--- config.mk ---
export PLATFORM = sky130hd
export DESIGN_NAME = swdcl_cmd_layer
export DESIGN_NICKNAME = d
export VERILOG_FILES = /design/src/rtl/swdcl_pkg.sv /design/src/rtl/swdcl_cmd_layer.sv
export SDC_FILE = /design/constraint.sdc
export NUM_CORES = 1
export LEC_CHECK = 0
export BUFFER_PORTS_ARGS = -buffer_cell sky130_fd_sc_hd__clkbuf_2
export CAP_MARGIN = 20
export CORE_MARGIN = 3
export CORE_UTILIZATION = 40
export DETAILED_ROUTE_END_ITERATION = 10
export SLEW_MARGIN = 20
export SYNTH_ARGS = -nofsm -noshare
export SYNTH_HDL_FRONTEND = slang
export SYNTH_SLANG_ARGS = --single-unit
--- constraint.sdc ---
create_clock -name clk -period 10.2 [get_ports clk]
set_clock_uncertainty 0.1 [all_clocks]
set_input_delay 1.53 -clock clk [delete_from_list [all_inputs] [get_ports clk]]
set_output_delay 1.53 -clock clk [all_outputs]
set_load 0.01 [all_outputs]
--- src/rtl/swdcl_pkg.sv ---
package swdcl_pkg;

  // top-level sequencer states, one-hot
  typedef enum logic [6:0]
  {
    ST_CODE  = 7'h01,  // receiving a command code
    ST_FIELD = 7'h02,  // moving an address, data or status field
    ST_DELAY = 7'h04,  // delay slot, target access happens here
    ST_SYNCW = 7'h08,  // probe seen, waiting for the line to rise
    ST_SYNCH = 7'h10,  // hold-off before answering the probe
    ST_SYNCL = 7'h20,  // driving the timed low pulse
    ST_SYNCP = 7'h40   // one-cycle high speedup
  } swdcl_state_t;

  // field phases of a command
  localparam logic [2:0] PH_END  = 3'h0;
  localparam logic [2:0] PH_RXA  = 3'h1;  // 16-bit address in
  localparam logic [2:0] PH_RX8  = 3'h2;  // 8-bit data in
  localparam logic [2:0] PH_RX16 = 3'h3;  // 16-bit data in
  localparam logic [2:0] PH_DLY  = 3'h4;  // delay slot
  localparam logic [2:0] PH_TXS  = 3'h5;  // status byte out
  localparam logic [2:0] PH_TX8  = 3'h6;  // 8-bit data out
  localparam logic [2:0] PH_TX16 = 3'h7;  // 16-bit data out

  // command codes
  localparam logic [7:0] CMD_ACK_ON      = 8'hD5;
  localparam logic [7:0] CMD_ACK_OFF     = 8'hD6;
  localparam logic [7:0] CMD_HALT        = 8'h90;
  localparam logic [7:0] CMD_STAT_GET    = 8'hE4;
  localparam logic [7:0] CMD_CTRL_SET    = 8'hC4;
  localparam logic [7:0] CMD_MEM_FETCH   = 8'hE0;
  localparam logic [7:0] CMD_MEM_FETCH_S = 8'hE1;
  localparam logic [7:0] CMD_REFETCH_S   = 8'hE8;
  localparam logic [7:0] CMD_MEM_STORE   = 8'hC0;
  localparam logic [7:0] CMD_MEM_STORE_S = 8'hC1;
  localparam logic [7:0] CMD_MATCH_GET   = 8'hE2;
  localparam logic [7:0] CMD_MATCH_SET   = 8'hC2;
  localparam logic [7:0] CMD_RESUME      = 8'h08;
  localparam logic [7:0] CMD_STEP        = 8'h10;
  localparam logic [7:0] CMD_RESUME_TAG  = 8'h18;
  localparam logic [7:0] CMD_GET_ACC     = 8'h68;
  localparam logic [7:0] CMD_GET_FLAGS   = 8'h69;
  localparam logic [7:0] CMD_GET_PC      = 8'h6B;
  localparam logic [7:0] CMD_GET_IDX     = 8'h6C;
  localparam logic [7:0] CMD_GET_SP      = 8'h6F;
  localparam logic [7:0] CMD_FETCH_INC   = 8'h70;
  localparam logic [7:0] CMD_FETCH_INC_S = 8'h71;
  localparam logic [7:0] CMD_SET_ACC     = 8'h48;
  localparam logic [7:0] CMD_SET_FLAGS   = 8'h49;
  localparam logic [7:0] CMD_SET_PC      = 8'h4B;
  localparam logic [7:0] CMD_SET_IDX     = 8'h4C;
  localparam logic [7:0] CMD_SET_SP      = 8'h4F;
  localparam logic [7:0] CMD_STORE_INC   = 8'h50;
  localparam logic [7:0] CMD_STORE_INC_S = 8'h51;

  // processor register selects on the write strobe
  localparam logic [2:0] REG_ACC   = 3'h0;
  localparam logic [2:0] REG_FLAGS = 3'h1;
  localparam logic [2:0] REG_PC    = 3'h2;
  localparam logic [2:0] REG_IDX   = 3'h3;
  localparam logic [2:0] REG_SP    = 3'h4;

  // status/control register layout
  localparam int         STAT_ENABLE_BIT = 7;      // debug mode enable
  localparam int         STAT_HALTED_BIT = 6;      // read-only halted flag
  localparam logic [7:0] STAT_RESET      = 8'h00;
  localparam logic [15:0] MATCH_RESET    = 16'h0000;

  // timing, in debug clock cycles
  localparam logic [7:0] BIT_CYC     = 8'h10;            // one serial bit
  localparam logic [7:0] BIT_END     = BIT_CYC - 8'h02;  // re-arm before next edge
  localparam logic [7:0] RX_SAMPLE   = 8'h0A;            // host bit sampled here
  localparam logic [7:0] TX1_SPEEDUP = 8'h07;            // high pulse for a 1
  localparam logic [7:0] TX0_LOW     = 8'h0D;            // low drive for a 0
  localparam logic [7:0] DELAY_CYC   = 8'h10;            // delay slot
  localparam logic [9:0] TIMEOUT_CYC = 10'h200;          // between host edges
  localparam logic [7:0] SYNC_DETECT = 8'h80;            // long low = probe
  localparam logic [7:0] SYNC_HOLD   = 8'h10;            // hold-off before answer
  localparam logic [7:0] SYNC_LOW    = 8'h80;            // answer low time

endpackage

--- src/rtl/swdcl_cmd_layer.sv ---
`timescale 1ns/100ps

// How it works
// - every command but the probe opens with an 8-bit code, msb first
// - a delay slot is 16 debug clocks; the target access runs inside it
// - address 16 bits in, byte data 8 bits, wide data 16 bits
// - status field sends the status/control register; control field writes it
// - the speed probe has no code and only yields a timed pulse
// - code 90 plus delay halts the processor, ignored when enable bit is 0
// - E4 returns the status byte; C4 writes one control byte
// - E0 address, delay, memory byte; E1 adds status before the byte
// - E8 returns status then re-reads the last read address
// - C0 address and byte, write, delay; C1 adds status after the delay
// - E2 returns the 16-bit match register, C2 loads it, no delay slot
// - 08 and 18 with delay resume at the program counter, halted only
// - 10 with delay runs one instruction then halts again
// - 68/69 return acc and flags byte; 6B/6C/6F return pc, index, sp
// - 48/49 write acc and flags; 4B/4C/4F set_prog_counter_cmd, index, sp; then delay
// - 70 bumps the index pair and returns its byte; 71 adds status first
// - 50 bumps the index pair and stores the byte there; 51 adds status
// - D5 and D6 with delay turn the acknowledge handshake on and off
// - after a probe, wait for the line high then hold off 16 clocks
// - answer low for 128 clocks, high for 1, then release
// - halted commands only while stopped; the rest at any time
// - 16 clocks per bit, msb first, each bit opened by a host falling edge
// - 512 clocks without a host edge aborts the command with no side effect
module swdcl_cmd_layer
  import swdcl_pkg::*;
(
  input  wire logic        clk,          // debug clock
  input  wire logic        reset,        // async, active high
  input  wire logic        pin_in,       // debug_wire_pin level seen
  output logic             pin_out,      // level driven on the pin
  output logic             pin_oe,       // high while we drive the pin
  output logic             mem_req,      // memory access request, held to ack
  output logic             mem_we,       // 1 = write, 0 = read
  output logic [15:0]      mem_addr,     // memory address
  output logic [7:0]       mem_wdata,    // memory write byte
  input  wire logic [7:0]  mem_rdata,    // memory read byte, valid with ack
  input  wire logic        mem_ack,      // access done
  input  wire logic        cpu_halted,   // processor in halted_debug_state
  input  wire logic [7:0]  cpu_acc,      // accumulator
  input  wire logic [7:0]  cpu_flags,    // condition_flags
  input  wire logic [15:0] cpu_pc,       // program counter
  input  wire logic [15:0] cpu_hx,       // index pair
  input  wire logic [15:0] cpu_sp,       // stack pointer
  output logic             halt_req,     // pulse: enter halted state
  output logic             go_req,       // pulse: resume at pc
  output logic             step_req,     // pulse: one instruction, then halt
  output logic             reg_wr,       // pulse: processor register write
  output logic [2:0]       reg_sel,      // which register
  output logic [15:0]      reg_wdata,    // value to write
  output logic [7:0]       status_ctrl,  // debug_status_control_reg contents
  output logic [15:0]      match_addr,   // debug_breakpoint_reg contents
  output logic             ack_enable    // acknowledge handshake on
);

  // field sequence of each command; unknown codes end at once
  function automatic logic [2:0] cmd_phase(input logic [7:0] c, input logic [2:0] s);
    logic [11:0] seq;
    seq = {PH_END, PH_END, PH_END, PH_END};
    case (c)
      CMD_HALT, CMD_RESUME, CMD_RESUME_TAG, CMD_STEP,
      CMD_ACK_ON, CMD_ACK_OFF:           seq = {PH_END, PH_END, PH_END, PH_DLY};
      CMD_STAT_GET:                      seq = {PH_END, PH_END, PH_END, PH_TXS};
      CMD_CTRL_SET:                      seq = {PH_END, PH_END, PH_END, PH_RX8};
      CMD_MEM_FETCH:                     seq = {PH_END, PH_TX8, PH_DLY, PH_RXA};
      CMD_MEM_FETCH_S:                   seq = {PH_TX8, PH_TXS, PH_DLY, PH_RXA};
      CMD_REFETCH_S:                     seq = {PH_END, PH_END, PH_TX8, PH_TXS};
      CMD_MEM_STORE:                     seq = {PH_END, PH_DLY, PH_RX8, PH_RXA};
      CMD_MEM_STORE_S:                   seq = {PH_TXS, PH_DLY, PH_RX8, PH_RXA};
      CMD_MATCH_GET:                     seq = {PH_END, PH_END, PH_END, PH_TX16};
      CMD_MATCH_SET:                     seq = {PH_END, PH_END, PH_END, PH_RX16};
      CMD_GET_ACC, CMD_GET_FLAGS,
      CMD_FETCH_INC:                     seq = {PH_END, PH_END, PH_TX8, PH_DLY};
      CMD_FETCH_INC_S:                   seq = {PH_END, PH_TX8, PH_TXS, PH_DLY};
      CMD_GET_PC, CMD_GET_IDX,
      CMD_GET_SP:                        seq = {PH_END, PH_END, PH_TX16, PH_DLY};
      CMD_SET_ACC, CMD_SET_FLAGS,
      CMD_STORE_INC:                     seq = {PH_END, PH_END, PH_DLY, PH_RX8};
      CMD_STORE_INC_S:                   seq = {PH_END, PH_TXS, PH_DLY, PH_RX8};
      CMD_SET_PC, CMD_SET_IDX,
      CMD_SET_SP:                        seq = {PH_END, PH_END, PH_DLY, PH_RX16};
      default:                           seq = {PH_END, PH_END, PH_END, PH_END};
    endcase
    case (s)
      3'h0:    cmd_phase = seq[2:0];
      3'h1:    cmd_phase = seq[5:3];
      3'h2:    cmd_phase = seq[8:6];
      3'h3:    cmd_phase = seq[11:9];
      default: cmd_phase = PH_END;
    endcase
  endfunction

  // commands that need the processor stopped
  function automatic logic halted_only(input logic [7:0] c);
    case (c)
      CMD_RESUME, CMD_RESUME_TAG, CMD_STEP, CMD_GET_ACC, CMD_GET_FLAGS,
      CMD_GET_PC, CMD_GET_IDX, CMD_GET_SP, CMD_FETCH_INC, CMD_FETCH_INC_S,
      CMD_SET_ACC, CMD_SET_FLAGS, CMD_SET_PC, CMD_SET_IDX, CMD_SET_SP,
      CMD_STORE_INC, CMD_STORE_INC_S: halted_only = 1'b1;
      default:                        halted_only = 1'b0;
    endcase
  endfunction

  swdcl_state_t st_q, st_d;
  logic        pin_m_q, pin_s_q, pin_p_q;
  logic [7:0]  cmd_q, cmd_d;
  logic [2:0]  step_q, step_d;
  logic [4:0]  nbits_q, nbits_d;
  logic [15:0] sh_q, sh_d;
  logic [7:0]  cnt_q, cnt_d;
  logic        bit_q, bit_d;
  logic [9:0]  tmo_q;
  logic [7:0]  low_q;
  logic        oe_d, out_d;
  logic [15:0] addr_q, last_q, data_q, res_q;
  logic [7:0]  stat_q;
  logic [15:0] match_q;

  // pin synchroniser; only pin_s_q and its delayed copy are looked at
  always_ff @(posedge clk or posedge reset)
    if (reset)
    begin
      pin_m_q <= 1'b1;
      pin_s_q <= 1'b1;
      pin_p_q <= 1'b1;
    end
    else
    begin
      pin_m_q <= pin_in;
      pin_s_q <= pin_m_q;
      pin_p_q <= pin_s_q;
    end

  // sequencing decode
  wire        fell      = pin_p_q & ~pin_s_q;
  wire [2:0]  phase     = cmd_phase(cmd_q, step_q);
  wire        tx_now    = (st_q == ST_FIELD) && (phase >= PH_TXS);
  wire        bit_end   = bit_q && (cnt_q == BIT_END);
  wire        fdone     = bit_end && (nbits_q == 5'h01);
  wire        dly_end   = (st_q == ST_DELAY) && (cnt_q == DELAY_CYC - 8'h01);
  wire        adv       = fdone | dly_end;
  wire        rx_done   = fdone && (st_q == ST_FIELD) && !tx_now;
  // a field ending as its slot opens is not latched yet, so take it from the shifter
  wire [15:0] addr_now  = (rx_done && (phase == PH_RXA)) ? sh_q : addr_q;
  wire [15:0] data_now  = (rx_done && (phase != PH_RXA)) ? sh_q : data_q;
  wire [7:0]  ncmd      = (st_q == ST_CODE) ? sh_q[7:0] : cmd_q;
  wire [2:0]  nstep     = (st_q == ST_CODE) ? 3'h0 : step_q + 3'h1;
  wire [2:0]  nph       = cmd_phase(ncmd, nstep);
  wire        idle      = (st_q == ST_CODE) && !bit_q && (nbits_q == 5'h08);
  wire        in_sync   = (st_q == ST_SYNCW) || (st_q == ST_SYNCH) ||
                          (st_q == ST_SYNCL) || (st_q == ST_SYNCP);
  wire        timeout   = (tmo_q == TIMEOUT_CYC);
  // own drive is never longer than a bit outside the probe answer, which in_sync masks, so only the host can trip this
  wire        sync_det  = !in_sync && !pin_oe && !pin_s_q &&
                          (low_q == SYNC_DETECT - 8'h01);
  wire [7:0]  stat_rd   = {stat_q[STAT_ENABLE_BIT], cpu_halted, stat_q[5:0]};

  // access decode, taken when a delay slot opens, or for E8 when its status field opens
  wire        act       = adv && (nph == PH_DLY) &&
                          (!halted_only(ncmd) || cpu_halted);
  wire        e8_read   = adv && (nph == PH_TXS) && (nstep == 3'h0) &&
                          (ncmd == CMD_REFETCH_S);
  wire        inc_go    = act && ((ncmd == CMD_FETCH_INC) || (ncmd == CMD_FETCH_INC_S) ||
                                  (ncmd == CMD_STORE_INC) || (ncmd == CMD_STORE_INC_S));
  wire        rd_go     = e8_read || inc_go && ncmd[5] ||
                          act && ((ncmd == CMD_MEM_FETCH) || (ncmd == CMD_MEM_FETCH_S));
  wire        wr_go     = inc_go && !ncmd[5] ||
                          act && ((ncmd == CMD_MEM_STORE) || (ncmd == CMD_MEM_STORE_S));
  wire [15:0] hx_inc    = cpu_hx + 16'h0001;
  wire [15:0] go_addr   = inc_go ? hx_inc : (e8_read ? last_q : addr_now);
  wire        set_go    = act && (ncmd[7:4] == 4'h4);
  wire [2:0]  set_sel   = (ncmd[3:0] == 4'h8) ? REG_ACC :
                          (ncmd[3:0] == 4'h9) ? REG_FLAGS :
                          (ncmd[3:0] == 4'hB) ? REG_PC :
                          (ncmd[3:0] == 4'hC) ? REG_IDX : REG_SP;
  wire        get_go    = act && (ncmd[7:4] == 4'h6);
  wire [15:0] reg_rd    = (ncmd[3:0] == 4'h8) ? {8'h00, cpu_acc} :
                          (ncmd[3:0] == 4'h9) ? {8'h00, cpu_flags} :
                          (ncmd[3:0] == 4'hB) ? cpu_pc :
                          (ncmd[3:0] == 4'hC) ? cpu_hx : cpu_sp;
  // word loaded into the shifter when an outgoing field starts
  wire [15:0] tx_word   = (nph == PH_TXS) ? {stat_rd, 8'h00} :
                          (nph == PH_TX8) ? {res_q[7:0], 8'h00} :
                          (ncmd == CMD_MATCH_GET) ? match_q : res_q;
  wire        wide      = (nph == PH_RXA) || (nph == PH_RX16) || (nph == PH_TX16);

  // bit engine and command sequencer
  always_comb
  begin
    st_d    = st_q;
    cmd_d   = cmd_q;
    step_d  = step_q;
    nbits_d = nbits_q;
    bit_d   = bit_q;
    cnt_d   = cnt_q + 8'h01;
    sh_d    = sh_q;
    oe_d    = 1'b0;
    out_d   = 1'b0;
    case (st_q)
      ST_CODE, ST_FIELD:
      begin
        if (!bit_q && fell)
        begin
          bit_d = 1'b1;
          cnt_d = 8'h00;
        end
        if (bit_q && !tx_now && (cnt_q == RX_SAMPLE))
          sh_d = {sh_q[14:0], pin_s_q};
        if (bit_q && tx_now && !sh_q[15])
        begin
          oe_d  = (cnt_q <= TX0_LOW);
          out_d = (cnt_q == TX0_LOW);
        end
        if (bit_q && tx_now && sh_q[15])
        begin
          oe_d  = (cnt_q == TX1_SPEEDUP);
          out_d = (cnt_q == TX1_SPEEDUP);
        end
        if (bit_end)
        begin
          bit_d   = 1'b0;
          nbits_d = nbits_q - 5'h01;
          if (tx_now)
            sh_d = {sh_q[14:0], 1'b0};
        end
      end
      ST_DELAY: ;
      ST_SYNCW:
        if (pin_s_q)
        begin
          st_d  = ST_SYNCH;
          cnt_d = 8'h00;
        end
      ST_SYNCH:
        if (cnt_q == SYNC_HOLD - 8'h01)
        begin
          st_d  = ST_SYNCL;
          cnt_d = 8'h00;
        end
      ST_SYNCL:
      begin
        oe_d = 1'b1;
        if (cnt_q == SYNC_LOW - 8'h01)
          st_d = ST_SYNCP;
      end
      ST_SYNCP:
      begin
        oe_d  = 1'b1;
        out_d = 1'b1;
        st_d  = ST_CODE;
      end
      default: st_d = ST_CODE;
    endcase
    // a finished field or delay opens the next phase of the command
    if (adv)
    begin
      cmd_d  = ncmd;
      step_d = nstep;
      cnt_d  = 8'h00;
      case (nph)
        PH_END:
        begin
          st_d    = ST_CODE;
          nbits_d = 5'h08;
        end
        PH_DLY:  st_d = ST_DELAY;
        default:
        begin
          st_d    = ST_FIELD;
          nbits_d = wide ? 5'h10 : 5'h08;
          sh_d    = tx_word;
        end
      endcase
    end
    // probe and timeout both drop the command with no side effect
    if (timeout || sync_det)
    begin
      st_d    = sync_det ? ST_SYNCW : ST_CODE;
      step_d  = 3'h0;
      nbits_d = 5'h08;
      bit_d   = 1'b0;
      cnt_d   = 8'h00;
      oe_d    = 1'b0;
      out_d   = 1'b0;
    end
  end

  // sequencer registers
  always_ff @(posedge clk or posedge reset)
    if (reset)
    begin
      st_q    <= ST_CODE;
      cmd_q   <= 8'h00;
      step_q  <= 3'h0;
      nbits_q <= 5'h08;
      bit_q   <= 1'b0;
      cnt_q   <= 8'h00;
      sh_q    <= 16'h0000;
      pin_oe  <= 1'b0;
      pin_out <= 1'b0;
    end
    else
    begin
      st_q    <= st_d;
      cmd_q   <= cmd_d;
      step_q  <= step_d;
      nbits_q <= nbits_d;
      bit_q   <= bit_d;
      cnt_q   <= cnt_d;
      sh_q    <= sh_d;
      pin_oe  <= oe_d;
      pin_out <= out_d;
    end

  // edge-to-edge watchdog and long-low detector; idle between commands never times out
  always_ff @(posedge clk or posedge reset)
    if (reset)
    begin
      tmo_q <= 10'h000;
      low_q <= 8'h00;
    end
    else
    begin
      tmo_q <= (fell || idle || in_sync || timeout) ? 10'h000 : tmo_q + 10'h001;
      low_q <= (pin_s_q || in_sync) ? 8'h00 :
               (low_q == SYNC_DETECT) ? low_q : low_q + 8'h01;
    end

  // memory port; the memory must answer inside the slot or field that follows
  always_ff @(posedge clk or posedge reset)
    if (reset)
    begin
      mem_req   <= 1'b0;
      mem_we    <= 1'b0;
      mem_addr  <= 16'h0000;
      mem_wdata <= 8'h00;
      last_q    <= 16'h0000;
    end
    else if (rd_go || wr_go)
    begin
      mem_req   <= 1'b1;
      mem_we    <= wr_go;
      mem_addr  <= go_addr;
      mem_wdata <= data_now[7:0];
      if (rd_go)
        last_q <= go_addr;
    end
    else if (mem_ack)
      mem_req <= 1'b0;

  // incoming fields and outgoing results
  always_ff @(posedge clk or posedge reset)
    if (reset)
    begin
      addr_q <= 16'h0000;
      data_q <= 16'h0000;
      res_q  <= 16'h0000;
    end
    else
    begin
      if (rx_done && (phase == PH_RXA))
        addr_q <= sh_q;
      if (rx_done && (phase != PH_RXA))
        data_q <= sh_q;
      if (get_go)
        res_q <= reg_rd;
      else if (mem_req && mem_ack && !mem_we)
        res_q <= {8'h00, mem_rdata};
    end

  // processor control strobes
  always_ff @(posedge clk or posedge reset)
    if (reset)
    begin
      halt_req  <= 1'b0;
      go_req    <= 1'b0;
      step_req  <= 1'b0;
      reg_wr    <= 1'b0;
      reg_sel   <= REG_ACC;
      reg_wdata <= 16'h0000;
    end
    else
    begin
      halt_req  <= act && (ncmd == CMD_HALT) && stat_q[STAT_ENABLE_BIT];
      go_req    <= act && ((ncmd == CMD_RESUME) || (ncmd == CMD_RESUME_TAG));
      step_req  <= act && (ncmd == CMD_STEP);
      reg_wr    <= set_go || inc_go;
      reg_sel   <= inc_go ? REG_IDX : set_sel;
      reg_wdata <= inc_go ? hx_inc : data_now;
    end

  // host-visible debug registers
  always_ff @(posedge clk or posedge reset)
    if (reset)
    begin
      stat_q     <= STAT_RESET;
      match_q    <= MATCH_RESET;
      ack_enable <= 1'b0;
    end
    else
    begin
      if (rx_done && (cmd_q == CMD_CTRL_SET))
        stat_q <= sh_q[7:0];
      if (rx_done && (cmd_q == CMD_MATCH_SET))
        match_q <= sh_q;
      if (act && (ncmd == CMD_ACK_ON))
        ack_enable <= 1'b1;
      else if (act && (ncmd == CMD_ACK_OFF))
        ack_enable <= 1'b0;
    end

  // register outputs; halted flag is folded in live on reads only
  assign status_ctrl = stat_q;
  assign match_addr  = match_q;

endmodule

After elaboration in Yosys (flattened, before gate mapping)
Index checks and enable logic that the tools add are counted.
Widths: inputs -> output; s select.
{"block": "classes", "n_addsub": 6, "n_lt_le_gt_ge": 2, "n_eq_ne": 101, "mux": 73, "bitwise_logic": 3, "n_reduce_logical": 99}
{"cell": "$pmux 12 s16", "count": 2}
{"cell": "$mux 16", "count": 20}
{"cell": "$eq 8x7->1 const B", "count": 30}
{"cell": "$eq 8x8->1 const B", "count": 25}
{"cell": "$mux 8", "count": 8}
{"cell": "$eq 8x4->1 const B", "count": 6}
{"cell": "$logic_and 1x1->1", "count": 41}
{"cell": "$mux 7", "count": 5}
{"cell": "$eq 8x5->1 const B", "count": 4}
{"cell": "$pmux 7 s4", "count": 1}
{"cell": "$reduce_or 3->1", "count": 9}
{"cell": "$mux 5", "count": 5}
{"cell": "$mux 3", "count": 8}
{"cell": "$pmux 3 s4", "count": 2}
{"cell": "$pmux 8 s3", "count": 1}
{"cell": "$logic_or 1x1->1", "count": 22}
{"cell": "$reduce_or 17->1", "count": 1}
{"cell": "$add 16x1->16 const B", "count": 1}
{"cell": "$add 8x1->8 const B", "count": 2}
{"cell": "$eq 4x4->1 const B", "count": 4}
{"cell": "$eq 3x2->1 const B", "count": 5}
{"cell": "$mux 1", "count": 15}
{"cell": "$eq 3x1->1 const B", "count": 4}
{"cell": "$eq 3x3->1 const B", "count": 4}
{"cell": "37 further kinds", "count": 59}
{"block": "word_totals", "regBits": 209, "inputBits": 77, "output_inout_bits": 76, "word_cells": 315}

Depth between registers and ports, before layout
Gate-level depths: netlist (run 1).
{"block": "logic_depth", "depth_word": 15, "ltp_mapped": 15, "mapped_depth_nobuf": 11}

Least setup slack after synthesis (run 1)
OpenSTA, ideal clock, no wires.
{"block": "synth_path", "path_kind": "register to register", "start": "reg st_q[3]", "end": "reg last_q[3]", "setup_ps": 128, "arrival_ps": 3816, "required_ps": 9972, "path_slack_ps": 6157, "stages_incl_launch_ff": 14, "n_path_buf": 4, "cell_sequence": "dfrtp_1 > buf_2 > or4_4 > nor3_2 > buf_6 > mux2i_1 > nand2_1 > a41oi_1 > or4_1 > buf_2 > nand2_4 > o41ai_4 > buf_4 > mux2_1"}
{"block": "synth_via", "elab_chain_len": 15, "word_cells_on_any_way": 82, "cone_classes": "37 x eq/ne; 8 x mux; 1 x bitwise; 36 x reduce/logical"}
{"element": "from (decl)", "line_no": "swdcl_cmd_layer.sv:106", "text": "swdcl_state_t st_q, st_d;"}
{"element": "from (signal assigned)", "line_no": "swdcl_cmd_layer.sv:306", "text": "st_q <= st_d;"}
{"element": "$eq 7x1->1", "line_no": "swdcl_cmd_layer.sv:148, swdcl_cmd_layer.sv:149"}
{"element": "$mux 8", "line_no": "swdcl_cmd_layer.sv:148", "text": "wire [7:0] ncmd = (st_q == ST_CODE) ? sh_q[7:0] : cmd_q;"}
{"element": "$eq 8x8->1 (tied with other cells)", "line_no": "swdcl_cmd_layer.sv:62", "text": "case (c)"}
{"element": "$reduce_or 6->1 / $reduce_or 3->1 (equally long branches)", "line_no": "swdcl_cmd_layer.sv:62"}
{"element": "$pmux 12 s16", "line_no": "swdcl_cmd_layer.sv:62"}
{"element": "$pmux 3 s4", "line_no": "swdcl_cmd_layer.sv:86", "text": "case (s)"}
{"element": "$eq 3x3->1", "line_no": "swdcl_cmd_layer.sv:161", "text": "wire act = adv && (nph == PH_DLY) &&"}
{"element": "$logic_and 1x1->1 (2 in a row)", "line_no": "swdcl_cmd_layer.sv:161"}
{"element": "$logic_and 1x1->1", "line_no": "swdcl_cmd_layer.sv:165", "text": "wire inc_go = act && ((ncmd == CMD_FETCH_INC) || (ncmd == CMD_FETCH_INC_S) ||"}
{"element": "$logic_and 1x1->1", "line_no": "swdcl_cmd_layer.sv:167", "text": "wire rd_go = e8_read || inc_go && ncmd[5] ||"}
{"element": "$logic_or 1x1->1 (2 in a row)", "line_no": "swdcl_cmd_layer.sv:167"}
{"element": "$logic_or 1x1->1", "line_no": "swdcl_cmd_layer.sv:341", "text": "else if (rd_go || wr_go)"}
{"element": "$reduce_and 2->1 (no source line)"}
{"element": "to (signal assigned)", "line_no": "swdcl_cmd_layer.sv:348", "text": "last_q <= go_addr;"}
{"element": "to (decl)", "line_no": "swdcl_cmd_layer.sv:117", "text": "logic [15:0] addr_q, last_q, data_q, res_q;"}
Several ways; a longest one is shown, not always the timed one.
A chain may end at the register's enable or synchronous reset.

Final worst setup path (run 1)
{"block": "layout_path", "start": "reg st_q[3]", "end": "reg res_q[0]"}
{"block": "layout_via", "elab_chain_len": 11, "word_cells_on_any_way": 65, "cone_classes": "40 x eq/ne; 10 x mux; 1 x bitwise; 14 x reduce/logical"}
{"element": "$eq 7x1->1", "line_no": "swdcl_cmd_layer.sv:148, swdcl_cmd_layer.sv:149"}
{"element": "$mux 8", "line_no": "swdcl_cmd_layer.sv:148"}
{"element": "$eq 8x8->1 (tied with other cells)", "line_no": "swdcl_cmd_layer.sv:62"}
{"element": "$reduce_or 6->1 / $reduce_or 3->1 (equally long branches)", "line_no": "swdcl_cmd_layer.sv:62"}
{"element": "$pmux 12 s16", "line_no": "swdcl_cmd_layer.sv:62"}
{"element": "$pmux 3 s4", "line_no": "swdcl_cmd_layer.sv:86"}
{"element": "$eq 3x3->1", "line_no": "swdcl_cmd_layer.sv:161"}
{"element": "$logic_and 1x1->1 (2 in a row)", "line_no": "swdcl_cmd_layer.sv:161"}
{"element": "$logic_and 1x1->1", "line_no": "swdcl_cmd_layer.sv:178", "text": "wire get_go = act && (ncmd[7:4] == 4'h6);"}
{"element": "$mux 16 / $reduce_bool 2->1 (equally long branches)"}
{"element": "to (signal assigned)", "line_no": "swdcl_cmd_layer.sv:368", "text": "res_q <= reg_rd;"}
{"element": "to (signal assigned)", "line_no": "swdcl_cmd_layer.sv:370", "text": "res_q <= {8'h00, mem_rdata};"}
{"element": "to (decl)", "line_no": "swdcl_cmd_layer.sv:117"}
Several ways; a longest one is shown, not always the timed one.

==> results of run 1 <==
where the power goes:
part / internal, mW / switching (mW) / total (mW) / leakage, nW
clock: 0.531 / 0.343 / 0.874 / 0.384
sequential: 0.882 / 0.115 / 0.997 / 2.72
combinational: 0.137 / 0.215 / 0.351 / 3.74
per-layer routing:
metal | vias to the layer above | global-route usage | wire (µm)
li1 | 4894 | - | -
met1 | 5228 | 0.3026 | 16390
met2 | 478 | 0.3650 | 17720
met3 | 78 | 0.04185 | 2985
met4 | 0 | 0.08074 | 1357
met5 | - | 0 | 0
cells by family after synthesis:
group | share of synthesized area
AOI/OAI and AO/OA | 0.1182
xor gates and xnor gates | 0.02995
adders and majority gates | 0.01692
buffers and inverters | 0.04319
DFF | 0.4165
muxes | 0.1776
and+or+nand+nor | 0.1976
sequential cells by signal, summed over array words and instances (netlist names), 3 cells and up:
| register | flops |
|---|---|
| addr_q | 16 |
| data_q | 16 |
| last_q | 16 |
| match_addr | 16 |
| mem_addr | 16 |
| reg_wdata | 16 |
| res_q | 16 |
| sh_q | 16 |
| tmo_q | 10 |
| cmd_q | 8 |
| cnt_q | 8 |
| low_q | 8 |
| mem_wdata | 8 |
| status_ctrl | 8 |
| st_q | 7 |
| nbits_q | 5 |
| reg_sel | 3 |
| step_q | 3 |
metrics by stage:
stage	area, µm²	hold slack [ps]	util	power (mW)	instances
after floorplan	12570	245.2	-	1.222	1281
after CTS	14410	264.6	0.4688	2.231	1803
after detailed placement	13620	247.3	0.4431	1.356	1764
after global placement	13620	246.7	0.4431	1.348	1764
final	14430	261.7	0.4693	2.222	1804
after global routing	14430	277.5	0.4693	2.328	1804
cell type report:
class / count / share of cell area
clock buffer: 31 / 0.04613
clock inverter: 8 / 0.008584
inverter: 42 / 0.01145
multi-input combinational: 944 / 0.4719
sequential: 209 / 0.3629
tap: 396 / 0.03434
timing repair buffer: 174 / 0.06468
path summary, 6_finish.rpt:
kind	from	endpoint	slack, ps	cells after the start
min reg2reg	pin_m_q$_DFF_PP1_	pin_s_q$_DFF_PP1_	260	0
min in group asynchronous	reset	res_q[5]$_DFFE_PP0P_	1050	2
max reg2reg	st_q[3]$_DFFE_PP0P_	res_q[0]$_DFFE_PP0P_	4890	10
max	st_q[3]$_DFFE_PP0P_	res_q[0]$_DFFE_PP0P_	4890	10
min	pin_m_q$_DFF_PP1_	pin_s_q$_DFF_PP1_	260	0
max in group asynchronous	reset	tmo_q[7]$_DFF_PP0_	7720	3
cell usage in the layout, fill, tap and decap left out, types with 14 or more instances in the layout:
cell,count
nor2b_1,18
nand4_1,31
mux2_1,22
nor3_1,18
clkbuf_16,23
mux2_2,89
buf_4,20
nand2_1,97
dfrtp_1,204
inv_1,41
ha_1,17
xor2_1,24
clkbuf_2,152
nand3_1,57
nor2_1,116
a21oi_1,45
mux2i_1,96
a211oi_1,14
xnor2_1,19
and3_1,23
o21ai_0,29
==> metrics.txt, run 1 <==
run status=completed; leftover overflow at the end of global routing=0; Bufs and invs on worst path=1; count of nets after finishing=1488; number of buffers inserted for hold repair after clock tree synthesis=0; synthesized flop and latch total=209; CP cell instances=or4_4 -> nor3_4 -> buf_4 -> mux2i_1 -> nand2_1 -> a41oi_1 -> or4_1 -> nand2_4 -> or4_1 -> mux2_1; gr usage total=0.2249; largest stage delay on the critical path=950 ps; maximum number of pins on one net before global-route repair=133; Yosys warning count=0; aggregate negative setup slack=0 ps; DRT iter0 DRCs=847; Worst Path Class, Setup=reg -> reg; Root Buffer Master=clkbuf_16; pwr dens=154.0 nW/µm²; final number of hold-violating endpoints=0; CTS Buffer Depth=3; ratio of routed vias to standard cells=5.919; EDFF count, synth=0; cell leakage power=6.847 nW; actual slew at the worst max-slew pin=1052 ps; top cell type by total area after synthesis=dfrtp_1; netlist area before placement=12570 µm²; count of buffers added by post-CTS timing repair for setup=0; headroom to the max-slew limit=0.2947; FF/Latch Area=5236 µm²; peak fanout along the critical path=29; H-tree depth reported by CTS=1; Hold WC Path Type=reg -> reg; fraction of layout cells with a size suffix above 1=0.2344; TritonCTS clock tree=built; final critical-path setup slack=4885 ps; asr flop ratio synth=1.000; Core Rows=64; required arrival time at the worst endpoint=10510 ps; residual antenna-violating net count after detailed routing=0; syn_nets=1375; maxcap violations=0; most prevalent standard cell on the critical path=or4_1; Initial DRT Pass Iterations=5; horizontal die dimension=183.3 µm; starting density of the core=0.4089; CP Capture Type=flop; Die Y=183.3 µm; arrival time at the worst endpoint=5630 ps; crit-path leading delay family=simple AND/OR/NAND/NOR gates; detailed-route DRC error count=0; number of diodes added for antenna fixing=0; signed area change from the synthesized netlist to the final layout=14.77%; area of the core=30750 µm²; number of buffers inserted by port buffering=152; max-slew violations=0; total wirelength of the detailed-routed design=38450 µm; wire length of the first global-routing pass=59770 µm; num ports=153; area share of the largest cell type after synthesis=0.4060; clock transition at the registers of the reported paths=60 ps; RD Place Congestion=0.9623; Syn Area/Cell=9.815 µm²; library cell contributing the largest single delay on the critical path=or4_1; startpoint class of the critical path=flop; Fillers=2934; period utilisation layout=0.5210; via count of the first global-routing pass=10512; setup repair after global routing missed its margin=no; largest cells by area after synthesis=dfrtp_1 (41%), mux2_2 (8.0%), mux2i_1 (7.6%); Die Area=33600 µm²; detailed-route wire length per cell=21.31 µm; top cell types by occurrence after synthesis=dfrtp_1 (204), nor2_1 (116), nand2_1 (97), mux2i_1 (96), mux2_2 (89); distinct cell type count after synthesis=79; final critical path time including I/O delays and setup=5315 ps; vias post-DR=10678; cell with the most instances after synthesis=dfrtp_1; VDD IR max=0.09684 mV; area taken by multi-input logic gates=6810 µm²; initial antenna violation count=0; post-cts repair resize count=0; CTS Buf Count=23; post-DP HPWL=27690 µm; Setup Viol. Count Final=0; clock latency at the later pin of the worst-skew pair=530 ps; sequential-to-total area share from yosys stat=0.4165; Fmax=188.2 MHz; number of clock sinks=209; synthesized netlist cell count=1281; worst slack at placement=4968 ps; flip-flop cell with the highest count after synthesis=dfrtp_1
Power figures use the tool's default switching activity.
==> run 2, diff against run 1 <==
==> constraint.sdc (replaced) <==
create_clock -name clk -period 5 [get_ports clk]
set_clock_uncertainty 0.1 [all_clocks]
set_input_delay 0.75 -clock clk [delete_from_list [all_inputs] [get_ports clk]]
set_output_delay 0.75 -clock clk [all_outputs]
set_load 0.01 [all_outputs]
==> run 2 against run 1 <==
  * Sequential share of layout area is 0.54 points lower
  * Utilization is 0.70 points higher
  * Worst hold slack worse by 60 ps
  * Clock power is 98% higher
  * Register-to-register slack worse by 4400 ps
  * First-iteration DRC count is 7.7% higher
  * Global-route usage is 0.76 points higher
  * Sequential cell count stayed put
  * Non-clock buffer count is 29 higher
  * Critical endpoint is now res_q[11]$_DFFE_PP0P_
==> metrics.txt, run 2 (same netlist as run 1, synthesis figures left out) <==
Worst Path Class, Setup=reg -> reg (unchanged); CTS Buf Count=25 (was 23); Core Rows=64 (unchanged); final number of hold-violating endpoints=0 (unchanged); number of buffers inserted by port buffering=152 (unchanged); Root Buffer Master=clkbuf_16 (unchanged); pwr dens=308.6 nW/µm² (was 154.0 nW/µm²); arrival time at the worst endpoint=4790 ps (was 5630 ps); number of diodes added for antenna fixing=0 (unchanged); TritonCTS clock tree=built (unchanged); Fillers=2976 (was 2934); leftover overflow at the end of global routing=0 (unchanged); clock transition at the registers of the reported paths=60 ps (about the same); most common cell after layout, fill and taps aside=dfrtp_1 (unchanged); required arrival time at the worst endpoint=5300 ps (was 10510 ps); post-cts repair resize count=0 (unchanged); horizontal die dimension=183.3 µm (unchanged); Die Y=183.3 µm (unchanged); final critical path time including I/O delays and setup=4486 ps (was 5315 ps); starting density of the core=0.4089 (unchanged); residual antenna-violating net count after detailed routing=0 (unchanged); number of clock sinks=209 (unchanged); maximum number of pins on one net before global-route repair=110 (was 133); count of nets after finishing=1519 (was 1488); VDD IR max=0.1889 mV (was 0.09684 mV); area of the core=30750 µm² (unchanged); clock latency at the later pin of the worst-skew pair=530 ps (about the same); most frequent cells in the layout=dfrtp_1 (204), clkbuf_2 (152), nor2_1 (116) (unchanged); aggregate negative setup slack=0 ps (unchanged); ratio of routed vias to standard cells=5.830 (was 5.919); total wirelength of the detailed-routed design=39640 µm (was 38450 µm); peak fanout along the critical path=9 (was 29); signed area change from the synthesized netlist to the final layout=16.49% (was 14.77%); detailed-route DRC error count=0 (unchanged); number of buffers inserted for hold repair after clock tree synthesis=0 (unchanged); actual slew at the worst max-slew pin=939.2 ps (was 1052 ps); cell leakage power=6.995 nW (was 6.847 nW); setup repair after global routing missed its margin=no (unchanged); count of buffers added by post-CTS timing repair for setup=0 (unchanged); H-tree depth reported by CTS=1 (unchanged); maxcap violations=0 (unchanged); CTS Buffer Depth=3 (unchanged); startpoint class of the critical path=flop (unchanged); via count of the first global-routing pass=10532 (was 10512); fraction of layout cells with a size suffix above 1=0.2467 (was 0.2344); num ports=153 (unchanged); DRT iter0 DRCs=912 (was 847); Initial DRT Pass Iterations=5 (unchanged); gr usage total=0.2324 (was 0.2249); max-slew violations=0 (unchanged); detailed-route wire length per cell=21.60 µm (was 21.31 µm); run status=completed (unchanged); RD Place Congestion=0.9537 (was 0.9623); Setup Viol. Count Final=0 (unchanged); Die Area=33600 µm² (unchanged); wire length of the first global-routing pass=61710 µm (was 59770 µm); filler-free cell count of the finished design=1835 (was 1804); initial antenna violation count=0 (unchanged); Hold WC Path Type=in -> reg (was reg -> reg); post-DP HPWL=29670 µm (was 27690 µm); period utilisation layout=0.8971 (was 0.5210); headroom to the max-slew limit=0.3721 (was 0.2947); Placed Cells=1794 (was 1764); CP Capture Type=flop (unchanged); vias post-DR=10698 (was 10678); Fmax=222.9 MHz (was 188.2 MHz)
## run 2: worst paths after layout
check / start / endpoint / slack [ps] / cells after the start
worst max-delay path: st_q[3]$_DFFE_PP0P_ / res_q[11]$_DFFE_PP0P_ / 510 / 11
worst min-delay path: pin_in / pin_m_q$_DFF_PP1_ / 200 / 1
worst max register to register: st_q[3]$_DFFE_PP0P_ / res_q[11]$_DFFE_PP0P_ / 510 / 11
worst min register to register: pin_m_q$_DFF_PP1_ / pin_s_q$_DFF_PP1_ / 250 / 0
max in group asynchronous: reset / reg_wdata[6]$_DFF_PP0_ / 3460 / 3
min in group asynchronous: reset / res_q[2]$_DFFE_PP0P_ / 280 / 2
## run 2: through the flow
stage	util	hold slack (ps)	setup slack, ps	power, mW	cell area, µm²
floorplan	-	245.2	956.8	2.494	12580
global placement	0.4515	246.9	668.9	2.788	13880
detailed placement	0.4515	248.7	582.2	2.801	13880
CTS	0.4763	184.1	551.4	4.545	14650
global route	0.4763	193.6	348.2	4.734	14650
finish	0.4763	201.5	514.3	4.521	14650
## run 2: layer usage
metal	global-route usage	part of all wire	vias up
met5	0	0	-
met2	0.3772	0.46	448
met4	0.07374	0.034	0
li1	-	-	4958
met3	0.03828	0.070	83
met1	0.3199	0.44	5209
## run 2: layout make-up
cell class	count	area [µm²]	share of cell area
Multi-Input combinational cell	944	6808	0.4648
Sequential cell	209	5236	0.3575
Timing Repair Buffer	203	1181	0.08064
Clock buffer	36	706.9	0.04827
Tap cell	396	495.5	0.03383
Inverter	42	161.4	0.01102
Clock inverter	5	57.56	0.003930
## run 2: power breakdown
group	leakage (nW)	internal [mW]	switching, mW
logic	3.90	0.302	0.469
clock network	0.376	1.02	0.710
registers	2.72	1.80	0.214
## run 2: critical path, stage by stage (launching register included)
cell and delay, ps:
dfrtp_1 460, or4_4 620, or3_1 520, buf_4 230, mux2i_1 150, a211oi_2 290, o22ai_1 220, nor3_4 390
nand2_4 140, or4_1 790, buf_4 300, mux2i_1 130
